[src/rtl/eemr_pkg.sv]
package eemr_pkg;
  // ----------------------------------------
  // configuration map
  // ----------------------------------------
  localparam logic [7:0] SMI_EN_OFFSET = 8'hcc;
  localparam logic [7:0] SCI_EN_OFFSET = 8'hce;
  localparam logic [15:0] SMI_EN_RESET = 16'h0000;
  localparam logic [15:0] SCI_EN_RESET = 16'h0000;
  // writable bits; reserved bits read zero
  localparam logic [15:0] SMI_EN_MASK = 16'h0dff;
  localparam logic [15:0] SCI_EN_MASK = 16'h1fff;
  // ----------------------------------------
  // condition positions, shared by both enables
  // ----------------------------------------
  localparam int COND_SINGLEBIT_ECC = 0;
  localparam int COND_MULTIBIT_ECC = 1;
  localparam int COND_BAD_TRANSLATION = 2;
  localparam int COND_INVALID_AGP = 3;
  localparam int COND_OUTSIDE_APERTURE = 4;
  localparam int COND_HUB_A_UNIMPL = 5;
  localparam int COND_HUB_A_ABORT = 6;
  localparam int COND_HUB_B_UNIMPL = 7;
  localparam int COND_HUB_B_ABORT = 8;
  localparam int COND_LOCK_NON_DRAM = 9;
  localparam int COND_THERMAL = 10;
  localparam int COND_HOST_CORRECTABLE = 11;
  localparam int COND_HOST_UNCORRECT = 12;
  localparam int NUM_COND = 13;
  localparam int SRC_W = 4;
  // ----------------------------------------
  // message kinds on hub link a
  // ----------------------------------------
  typedef enum logic {
    EEMR_MSG_SMI,
    EEMR_MSG_SCI
  } eemr_msg_t;
endpackage

[src/rtl/eemr_link_if.sv]
`timescale 1ns/1ps
interface eemr_link_if;
  logic msg_valid;
  logic msg_ready;
  eemr_pkg::eemr_msg_t msg_kind;
  logic [eemr_pkg::SRC_W-1:0] msg_src;

  modport device (
    output msg_valid,
    output msg_kind,
    output msg_src,
    input msg_ready
  );

  modport hub (
    input msg_valid,
    input msg_kind,
    input msg_src,
    output msg_ready
  );
endinterface

[src/rtl/eemr_device.sv]
// Behaviour
// - smi bit5: hub a unimplemented cycle
// - smi bit4: agp access outside aperture
// - smi bit3: invalid agp access region
// - smi bit2: invalid translation entry
// - smi bit1: multibit ecc; software clears
// - smi bit0: single-bit ecc; software clears
// - sci enable at ce, reset zero
// - one message per error event
// - software keeps other reports disabled
// - sci bit12: host bus/internal error
// - sci bit11: corrected host data error
// - sci bit10: thermal trip edge
// - sci bit9: lock to non-dram
// - sci bit8: hub b target abort
// - sci bit7: hub b unimplemented cycle
// - sci bit6: hub a target abort
// - sci bit5: hub a unimplemented cycle
// - smi enable at cc, reset zero
// - smi bit6: hub a target abort
`timescale 1ns/1ps
module eemr_device (
  // clock and reset
  input wire logic clk_i,
  input wire logic rst_n_i,
  // configuration access
  input wire logic cfg_wr_i,
  input wire logic cfg_rd_i,
  input wire logic [7:0] cfg_addr_i,
  input wire logic [1:0] cfg_be_i,
  input wire logic [15:0] cfg_wdata_i,
  output logic [15:0] cfg_rdata_o,
  // detected conditions, one-cycle pulses
  input wire logic singlebit_ecc_i,
  input wire logic multibit_ecc_i,
  input wire logic bad_translation_i,
  input wire logic invalid_agp_i,
  input wire logic outside_aperture_i,
  input wire logic hub_a_unimpl_i,
  input wire logic hub_a_abort_i,
  input wire logic hub_b_unimpl_i,
  input wire logic hub_b_abort_i,
  input wire logic lock_non_dram_i,
  input wire logic mem_over_temp_i,
  input wire logic host_correctable_i,
  // pins
  input wire logic over_temp_input_n_i,
  input wire logic host_bus_error_n_i,
  input wire logic host_internal_error_n_i,
  // hub link a
  eemr_link_if.device link
);

  // ----------------------------------------
  // registers
  // ----------------------------------------
  logic [15:0] smi_en_reg;
  logic [15:0] sci_en_reg;
  logic [15:0] rdata_reg;
  logic [2:0] ot_sync_reg;
  logic [2:0] be_sync_reg;
  logic [2:0] ie_sync_reg;
  logic [eemr_pkg::NUM_COND-1:0] pend_smi_reg;
  logic [eemr_pkg::NUM_COND-1:0] pend_sci_reg;
  eemr_pkg::eemr_msg_t kind_reg;
  logic [eemr_pkg::SRC_W-1:0] src_reg;

  typedef enum logic {
    EEMR_IDLE,
    EEMR_SEND
  } eemr_state_t;
  eemr_state_t state_reg;

  logic [eemr_pkg::NUM_COND-1:0] event_vec;
  logic [eemr_pkg::NUM_COND-1:0] smi_set;
  logic [eemr_pkg::NUM_COND-1:0] sci_set;
  logic [eemr_pkg::NUM_COND-1:0] smi_clr;
  logic [eemr_pkg::NUM_COND-1:0] sci_clr;
  logic pick_any;
  eemr_pkg::eemr_msg_t pick_kind;
  logic [eemr_pkg::SRC_W-1:0] pick_src;
  logic [15:0] wmask;
  logic load;

  // ----------------------------------------
  // configuration registers
  // ----------------------------------------
  assign wmask = {{8{cfg_be_i[1]}}, {8{cfg_be_i[0]}}};

  always_ff @(posedge clk_i or negedge rst_n_i) begin
    if (!rst_n_i) begin
      smi_en_reg <= eemr_pkg::SMI_EN_RESET;
    end else if (cfg_wr_i && cfg_addr_i == eemr_pkg::SMI_EN_OFFSET) begin
      smi_en_reg <= (smi_en_reg & ~wmask)
        | (cfg_wdata_i & wmask & eemr_pkg::SMI_EN_MASK);
    end
  end

  always_ff @(posedge clk_i or negedge rst_n_i) begin
    if (!rst_n_i) begin
      sci_en_reg <= eemr_pkg::SCI_EN_RESET;
    end else if (cfg_wr_i && cfg_addr_i == eemr_pkg::SCI_EN_OFFSET) begin
      sci_en_reg <= (sci_en_reg & ~wmask)
        | (cfg_wdata_i & wmask & eemr_pkg::SCI_EN_MASK);
    end
  end

  always_ff @(posedge clk_i or negedge rst_n_i) begin
    if (!rst_n_i) begin
      rdata_reg <= 16'h0000;
    end else if (cfg_rd_i) begin
      case (cfg_addr_i)
        eemr_pkg::SMI_EN_OFFSET: rdata_reg <= smi_en_reg;
        eemr_pkg::SCI_EN_OFFSET: rdata_reg <= sci_en_reg;
        default: rdata_reg <= 16'h0000;
      endcase
    end
  end

  assign cfg_rdata_o = rdata_reg;

  // ----------------------------------------
  // pin synchronisers
  // ----------------------------------------
  always_ff @(posedge clk_i or negedge rst_n_i) begin
    if (!rst_n_i) begin
      ot_sync_reg <= 3'h7;
      be_sync_reg <= 3'h7;
      ie_sync_reg <= 3'h7;
    end else begin
      ot_sync_reg <= {ot_sync_reg[1:0], over_temp_input_n_i};
      be_sync_reg <= {be_sync_reg[1:0], host_bus_error_n_i};
      ie_sync_reg <= {ie_sync_reg[1:0], host_internal_error_n_i};
    end
  end

  // ----------------------------------------
  // condition vector
  // ----------------------------------------
  always_comb begin
    event_vec = '0;
    event_vec[eemr_pkg::COND_SINGLEBIT_ECC] = singlebit_ecc_i;
    event_vec[eemr_pkg::COND_MULTIBIT_ECC] = multibit_ecc_i;
    event_vec[eemr_pkg::COND_BAD_TRANSLATION] = bad_translation_i;
    event_vec[eemr_pkg::COND_INVALID_AGP] = invalid_agp_i;
    event_vec[eemr_pkg::COND_OUTSIDE_APERTURE] = outside_aperture_i;
    event_vec[eemr_pkg::COND_HUB_A_UNIMPL] = hub_a_unimpl_i;
    event_vec[eemr_pkg::COND_HUB_A_ABORT] = hub_a_abort_i;
    event_vec[eemr_pkg::COND_HUB_B_UNIMPL] = hub_b_unimpl_i;
    event_vec[eemr_pkg::COND_HUB_B_ABORT] = hub_b_abort_i;
    event_vec[eemr_pkg::COND_LOCK_NON_DRAM] = lock_non_dram_i;
    event_vec[eemr_pkg::COND_THERMAL] = mem_over_temp_i
      | (ot_sync_reg[1] & ~ot_sync_reg[2]);
    event_vec[eemr_pkg::COND_HOST_CORRECTABLE] = host_correctable_i;
    event_vec[eemr_pkg::COND_HOST_UNCORRECT] =
      (be_sync_reg[2] & ~be_sync_reg[1])
      | (ie_sync_reg[2] & ~ie_sync_reg[1]);
  end

  // smi wins if software enabled both, so one message per event
  assign smi_set = event_vec & smi_en_reg[eemr_pkg::NUM_COND-1:0];
  assign sci_set = event_vec & sci_en_reg[eemr_pkg::NUM_COND-1:0]
    & ~smi_en_reg[eemr_pkg::NUM_COND-1:0];

  // ----------------------------------------
  // arbiter: smi first, lowest condition first
  // ----------------------------------------
  always_comb begin
    pick_any = 1'h0;
    pick_kind = eemr_pkg::EEMR_MSG_SMI;
    pick_src = '0;
    smi_clr = '0;
    sci_clr = '0;
    for (int i = eemr_pkg::NUM_COND - 1; i >= 0; i--) begin
      if (pend_sci_reg[i]) begin
        pick_any = 1'h1;
        pick_kind = eemr_pkg::EEMR_MSG_SCI;
        pick_src = eemr_pkg::SRC_W'(i);
      end
    end
    for (int i = eemr_pkg::NUM_COND - 1; i >= 0; i--) begin
      if (pend_smi_reg[i]) begin
        pick_any = 1'h1;
        pick_kind = eemr_pkg::EEMR_MSG_SMI;
        pick_src = eemr_pkg::SRC_W'(i);
      end
    end
    if (load && pick_kind == eemr_pkg::EEMR_MSG_SMI) begin
      smi_clr[pick_src] = 1'h1;
    end
    if (load && pick_kind == eemr_pkg::EEMR_MSG_SCI) begin
      sci_clr[pick_src] = 1'h1;
    end
  end

  assign load = (state_reg == EEMR_IDLE) && pick_any;

  // pending: a new event in the clearing cycle stays pending
  always_ff @(posedge clk_i or negedge rst_n_i) begin
    if (!rst_n_i) begin
      pend_smi_reg <= '0;
      pend_sci_reg <= '0;
    end else begin
      pend_smi_reg <= (pend_smi_reg & ~smi_clr) | smi_set;
      pend_sci_reg <= (pend_sci_reg & ~sci_clr) | sci_set;
    end
  end

  // ----------------------------------------
  // sender
  // ----------------------------------------
  always_ff @(posedge clk_i or negedge rst_n_i) begin
    if (!rst_n_i) begin
      state_reg <= EEMR_IDLE;
    end else begin
      case (state_reg)
        EEMR_IDLE: begin
          if (pick_any) begin
            state_reg <= EEMR_SEND;
          end
        end
        EEMR_SEND: begin
          if (link.msg_ready) begin
            state_reg <= EEMR_IDLE;
          end
        end
        default: state_reg <= EEMR_IDLE;
      endcase
    end
  end

  always_ff @(posedge clk_i or negedge rst_n_i) begin
    if (!rst_n_i) begin
      kind_reg <= eemr_pkg::EEMR_MSG_SMI;
      src_reg <= '0;
    end else if (load) begin
      kind_reg <= pick_kind;
      src_reg <= pick_src;
    end
  end

  assign link.msg_valid = (state_reg == EEMR_SEND);
  assign link.msg_kind = kind_reg;
  assign link.msg_src = src_reg;

endmodule // eemr_device

[src/flat_wrapper.sv]
// flat-port wrapper written by rule: the top's interface ports become plain ports
module eemr_device_flat 
  (clk_i, rst_n_i, cfg_wr_i, cfg_rd_i, cfg_addr_i, cfg_be_i, cfg_wdata_i, cfg_rdata_o, singlebit_ecc_i, multibit_ecc_i, bad_translation_i, invalid_agp_i, outside_aperture_i, hub_a_unimpl_i, hub_a_abort_i, hub_b_unimpl_i, hub_b_abort_i, lock_non_dram_i, mem_over_temp_i, host_correctable_i, over_temp_input_n_i, host_bus_error_n_i, host_internal_error_n_i, link_msg_valid, link_msg_kind, link_msg_src, link_msg_ready);
  eemr_link_if link_i ();
  input wire logic clk_i;
  input wire logic rst_n_i;
  input wire logic cfg_wr_i;
  input wire logic cfg_rd_i;
  input wire logic [7:0] cfg_addr_i;
  input wire logic [1:0] cfg_be_i;
  input wire logic [15:0] cfg_wdata_i;
  output logic [15:0] cfg_rdata_o;
  input wire logic singlebit_ecc_i;
  input wire logic multibit_ecc_i;
  input wire logic bad_translation_i;
  input wire logic invalid_agp_i;
  input wire logic outside_aperture_i;
  input wire logic hub_a_unimpl_i;
  input wire logic hub_a_abort_i;
  input wire logic hub_b_unimpl_i;
  input wire logic hub_b_abort_i;
  input wire logic lock_non_dram_i;
  input wire logic mem_over_temp_i;
  input wire logic host_correctable_i;
  input wire logic over_temp_input_n_i;
  input wire logic host_bus_error_n_i;
  input wire logic host_internal_error_n_i;
  output wire logic [$bits(link_i.msg_valid)-1:0] link_msg_valid;
  output wire logic [$bits(link_i.msg_kind)-1:0] link_msg_kind;
  output wire logic [$bits(link_i.msg_src)-1:0] link_msg_src;
  input wire logic [$bits(link_i.msg_ready)-1:0] link_msg_ready;
  assign link_msg_valid = link_i.msg_valid;
  assign link_msg_kind = link_i.msg_kind;
  assign link_msg_src = link_i.msg_src;
  assign link_i.msg_ready = link_msg_ready;
  eemr_device u_core (.clk_i(clk_i), .rst_n_i(rst_n_i), .cfg_wr_i(cfg_wr_i), .cfg_rd_i(cfg_rd_i), .cfg_addr_i(cfg_addr_i), .cfg_be_i(cfg_be_i), .cfg_wdata_i(cfg_wdata_i), .cfg_rdata_o(cfg_rdata_o), .singlebit_ecc_i(singlebit_ecc_i), .multibit_ecc_i(multibit_ecc_i), .bad_translation_i(bad_translation_i), .invalid_agp_i(invalid_agp_i), .outside_aperture_i(outside_aperture_i), .hub_a_unimpl_i(hub_a_unimpl_i), .hub_a_abort_i(hub_a_abort_i), .hub_b_unimpl_i(hub_b_unimpl_i), .hub_b_abort_i(hub_b_abort_i), .lock_non_dram_i(lock_non_dram_i), .mem_over_temp_i(mem_over_temp_i), .host_correctable_i(host_correctable_i), .over_temp_input_n_i(over_temp_input_n_i), .host_bus_error_n_i(host_bus_error_n_i), .host_internal_error_n_i(host_internal_error_n_i), .link(link_i));
endmodule
[config.mk]
export PLATFORM = sky130hd
export DESIGN_NAME = eemr_device_flat
export DESIGN_NICKNAME = d
export VERILOG_FILES = /design/src/rtl/eemr_pkg.sv /design/src/rtl/eemr_link_if.sv /design/src/rtl/eemr_device.sv /design/src/flat_wrapper.sv
export SDC_FILE = /design/constraint.sdc
export NUM_CORES = 1
export LEC_CHECK = 0
export BUFFER_PORTS_ARGS = -buffer_cell sky130_fd_sc_hd__buf_2
export CAP_MARGIN = 20
export CORE_MARGIN = 5
export CORE_UTILIZATION = 60
export DETAILED_ROUTE_END_ITERATION = 16
export PLACE_DENSITY_LB_ADDON = 0.1
export SETUP_SLACK_MARGIN = 0.1
export SLEW_MARGIN = 5
export SYNTH_ARGS = -nofsm -noshare
export SYNTH_HDL_FRONTEND = slang
export SYNTH_SLANG_ARGS = --single-unit
[constraint.sdc]
create_clock -name clk_i -period 3.7 [get_ports clk_i]
set_clock_uncertainty 0.15 [all_clocks]
set_input_delay 0.74 -clock clk_i [delete_from_list [all_inputs] [get_ports clk_i]]
set_output_delay 0.74 -clock clk_i [all_outputs]
set_load 0.05 [all_outputs]
==> reports/qor.yml <==
drt:
  ant_nets: 0
  drtPass1Iterations: 5
  drc: 0
  met2WireLength_mm: 4.13
  vias_per_cell: 5.80
  num_vias: 2864
  routedWlPerCell_um: 17.2
  wl_met3_um: 448
  wl_met1_mm: 3.79
  drt_iter0_drc: 122
  top_layer_used: "met4"
  drt_wl_total_mm: 8.50
critical_path:
  r2r-end: "u_core.pend_sci_reg[10]"
  worstSetupStartpointType: "register"
  cp-end-kind: "register"
  r2r_start: "u_core.pend_sci_reg[6]"
  worst_r2r_path_depth: 6
  r2r_slack_ns: 1.19
  cp.arrival_ns: 2.61
  cp_max_fo: 6
  path_class: "reg -> reg"
  critPathRequiredTime_ns: 3.80
synthesis:
  ys.flop_type: "dfrtp_1"
  synth_edf_count: 0
  synth_area_leaders: "dfrtp_1, mux2_2, dfstp_2"
  synth_area_um2: 3960
  async_flop_share: 1.00
  synth_cell_types: 56
  seq_area_frac_synth: 0.566
  synth_nets: 386
  synth.largest_area_cell: "dfrtp_1"
  synth-seq-cells: 89
  yosysTopAreaCellShare: 0.506
  yosysWarnings: 0
  postSynthCellCount: 340
  avgSynthCellArea_um2: 11.6
placed_design:
  pre_cts_ws_ns: 0.914
  dp.final_hpwl_mm: 6.17
  routabilityCongestion: 0.935
  port_buffers: 64
clocking:
  cts_resized: 0
  numClockSinks: 89
  hold_buffers: 0
  cts-root-buf: "clkbuf_8"
  cts_tree: "built"
  clk_latency_ns: 0.36
  cts_buffers: 9
  clockBufferDepth: 2
  clk_pin_slew_ns: 0.09
  htree_levels: 3
  cts_setup_buffers: 0
sta:
  rsz0062_at_grt: "false"
  tightestPinTransition_ns: 0.783
  fin_setup_tns_ns: 0
  max_freq_ghz: 0.398
  fin_ws_ns: 1.19
  period_minus_slack_ns: 2.51
  final_max_slew_viol_count: 0
  hold_viol: 0
  relSlewSlack: 0.478
  setup_viol: 0
  fin_crit_sh: 0.679
die:
  dieArea_um2: 8320
  chipHeight_um: 91.2
  fp-row-count: 29
  coreArea_um2: 6390
  initial_core_util: 0.620
  num_io_pins: 68
  chipWidth_um: 91.2
min_path:
  hold_path_class: "reg -> reg"
  whs_endpoint: "u_core.ot_sync_reg[1]"
  holdPathStages: 0
  worst_hold_startpoint: "u_core.ot_sync_reg[0]"
layout:
  nets: 458
  num-fill-cells: 475
  num_antenna_cells: 0
  drive_gt1_frac: 0.314
  syn_to_final_growth_pct: 16.0
power:
  p_leak_nw: 2.15
  p_per_area_nw_per_um2: 550
  ir_drop_mv: 0.405
global_route:
  grt_usage: 0.223
  first_global_vias: 3020
  antenna_found_initial: 0
  grt_max_degree: 65
  grt_overflow_total: 0
  grt_pass1_wl_mm: 15.0
status:
  status: "completed"
flow_run:
  max-cap-violations: 0
cells in the final DEF, fill, tap and decap left out, drive strengths merged, types with 2 or more instances in the layout:
cell	instances
nand4	6
nor3b	4
bufinv	2
or4	3
nand3	2
a22o	7
mux2	24
a21oi	3
a32oi	4
buf	67
nand2b	2
clkbuf	9
nor3	6
dfrtp	80
nor2	15
a32o	6
nand3b	3
and2	6
clkinv	2
a21o	6
mux2i	16
o22ai	17
nand2	28
o31ai	7
nor4	6
o21ai	14
inv	41
dfstp	9
nor2b	5
worst max path at each step:
stage,from,to,slack [ns],cells after the start
detailed placement,cfg_addr_i[5],register,0.91,7
floorplan,cfg_addr_i[5],register,1.30,6
global placement,cfg_addr_i[5],register,0.96,7
CTS,u_core.pend_sci_reg[6],u_core.pend_sci_reg[10],1.22,6
global route,u_core.pend_sci_reg[6],u_core.pend_sci_reg[10],1.01,6
finish,u_core.pend_sci_reg[6],u_core.pend_sci_reg[10],1.19,6
cell type report:
cell class	instances	area, µm²	share of cell area
inverters	38	143	0.0311
repair buffers	67	345	0.0752
clock buffers	9	124	0.0270
well taps	77	96.3	0.0210
flip-flops and latches	89	2240	0.487
clock inverters	7	100	0.0218
multi-input cells	207	1550	0.337
synth_stat cells (2+ instances only):
| cell type | number |
|---|---|
| o21ai_0 | 10 |
| mux2_2 | 24 |
| nor2b_1 | 5 |
| nand2_1 | 28 |
| inv_1 | 38 |
| dfrtp_1 | 80 |
| a21oi_1 | 3 |
| nor3_1 | 6 |
| o31ai_1 | 6 |
| mux2i_1 | 16 |
| o22ai_1 | 17 |
| a22o_1 | 6 |
| nor3b_2 | 3 |
| nor4_1 | 5 |
| a32oi_1 | 4 |
| nand2b_1 | 2 |
| clkbuf_1 | 3 |
| and2_1 | 5 |
| nor2_1 | 14 |
| or4_1 | 2 |
| o21ai_1 | 4 |
| nand3b_1 | 3 |
| dfstp_2 | 9 |
| a21o_1 | 5 |
| nand4_1 | 5 |
| a32o_1 | 6 |
| nand3_1 | 2 |
report_power, final:
part	internal [mW]	switching [mW]	total, mW
logic	0.206	0.398	0.605
clock network	0.388	0.357	0.745
registers	1.07	0.106	1.18
metal layers:
| metal | GRT usage | vias up |
|---|---|---|
| met1 | 0.299 | 1400 |
| met3 | 0.0686 | 14 |
| met2 | 0.354 | 80 |
| met4 | 0.0623 | 0 |
| met5 | 0 | - |
| li1 | - | 1370 |
metrics by stage:
step / std cells / hold WS (ns) / instance area [µm²] / power (mW) / utilization
6_report: 494 / 0.210 / 4590 / 2.52 / 0.719
5_1_grt: 494 / 0.216 / 4590 / 2.67 / 0.719
4_1_cts: 494 / 0.211 / 4590 / 2.54 / 0.719
3_5_place_dp: 478 / 0.197 / 4370 / 1.80 / 0.684
3_3_place_gp: 478 / 0.200 / 4370 / 1.79 / 0.684
2_1_floorplan: 340 / 0.195 / 3960 / 1.59 / -
critical path, cell delays in order, from the launching register on:
cell and delay (ns):
dfrtp_1 0.46, nor4_1 0.52, nand2_1 0.30, o21ai_0 0.41
nand4b_4 0.18, a21oi_1 0.19, a21bo_1 0.21
cell families (layout without fill, tap and decap cells):
family	count (synthesis)	after routing	synth area share
AO/OA/AOI/OAI	76	76	0.140
buffers and inverters	44	121	0.0439
flip-flops	89	89	0.566
multiplexers	40	40	0.109
AND/OR/NAND/NOR	91	91	0.141
Power figures use the tool's default switching activity.
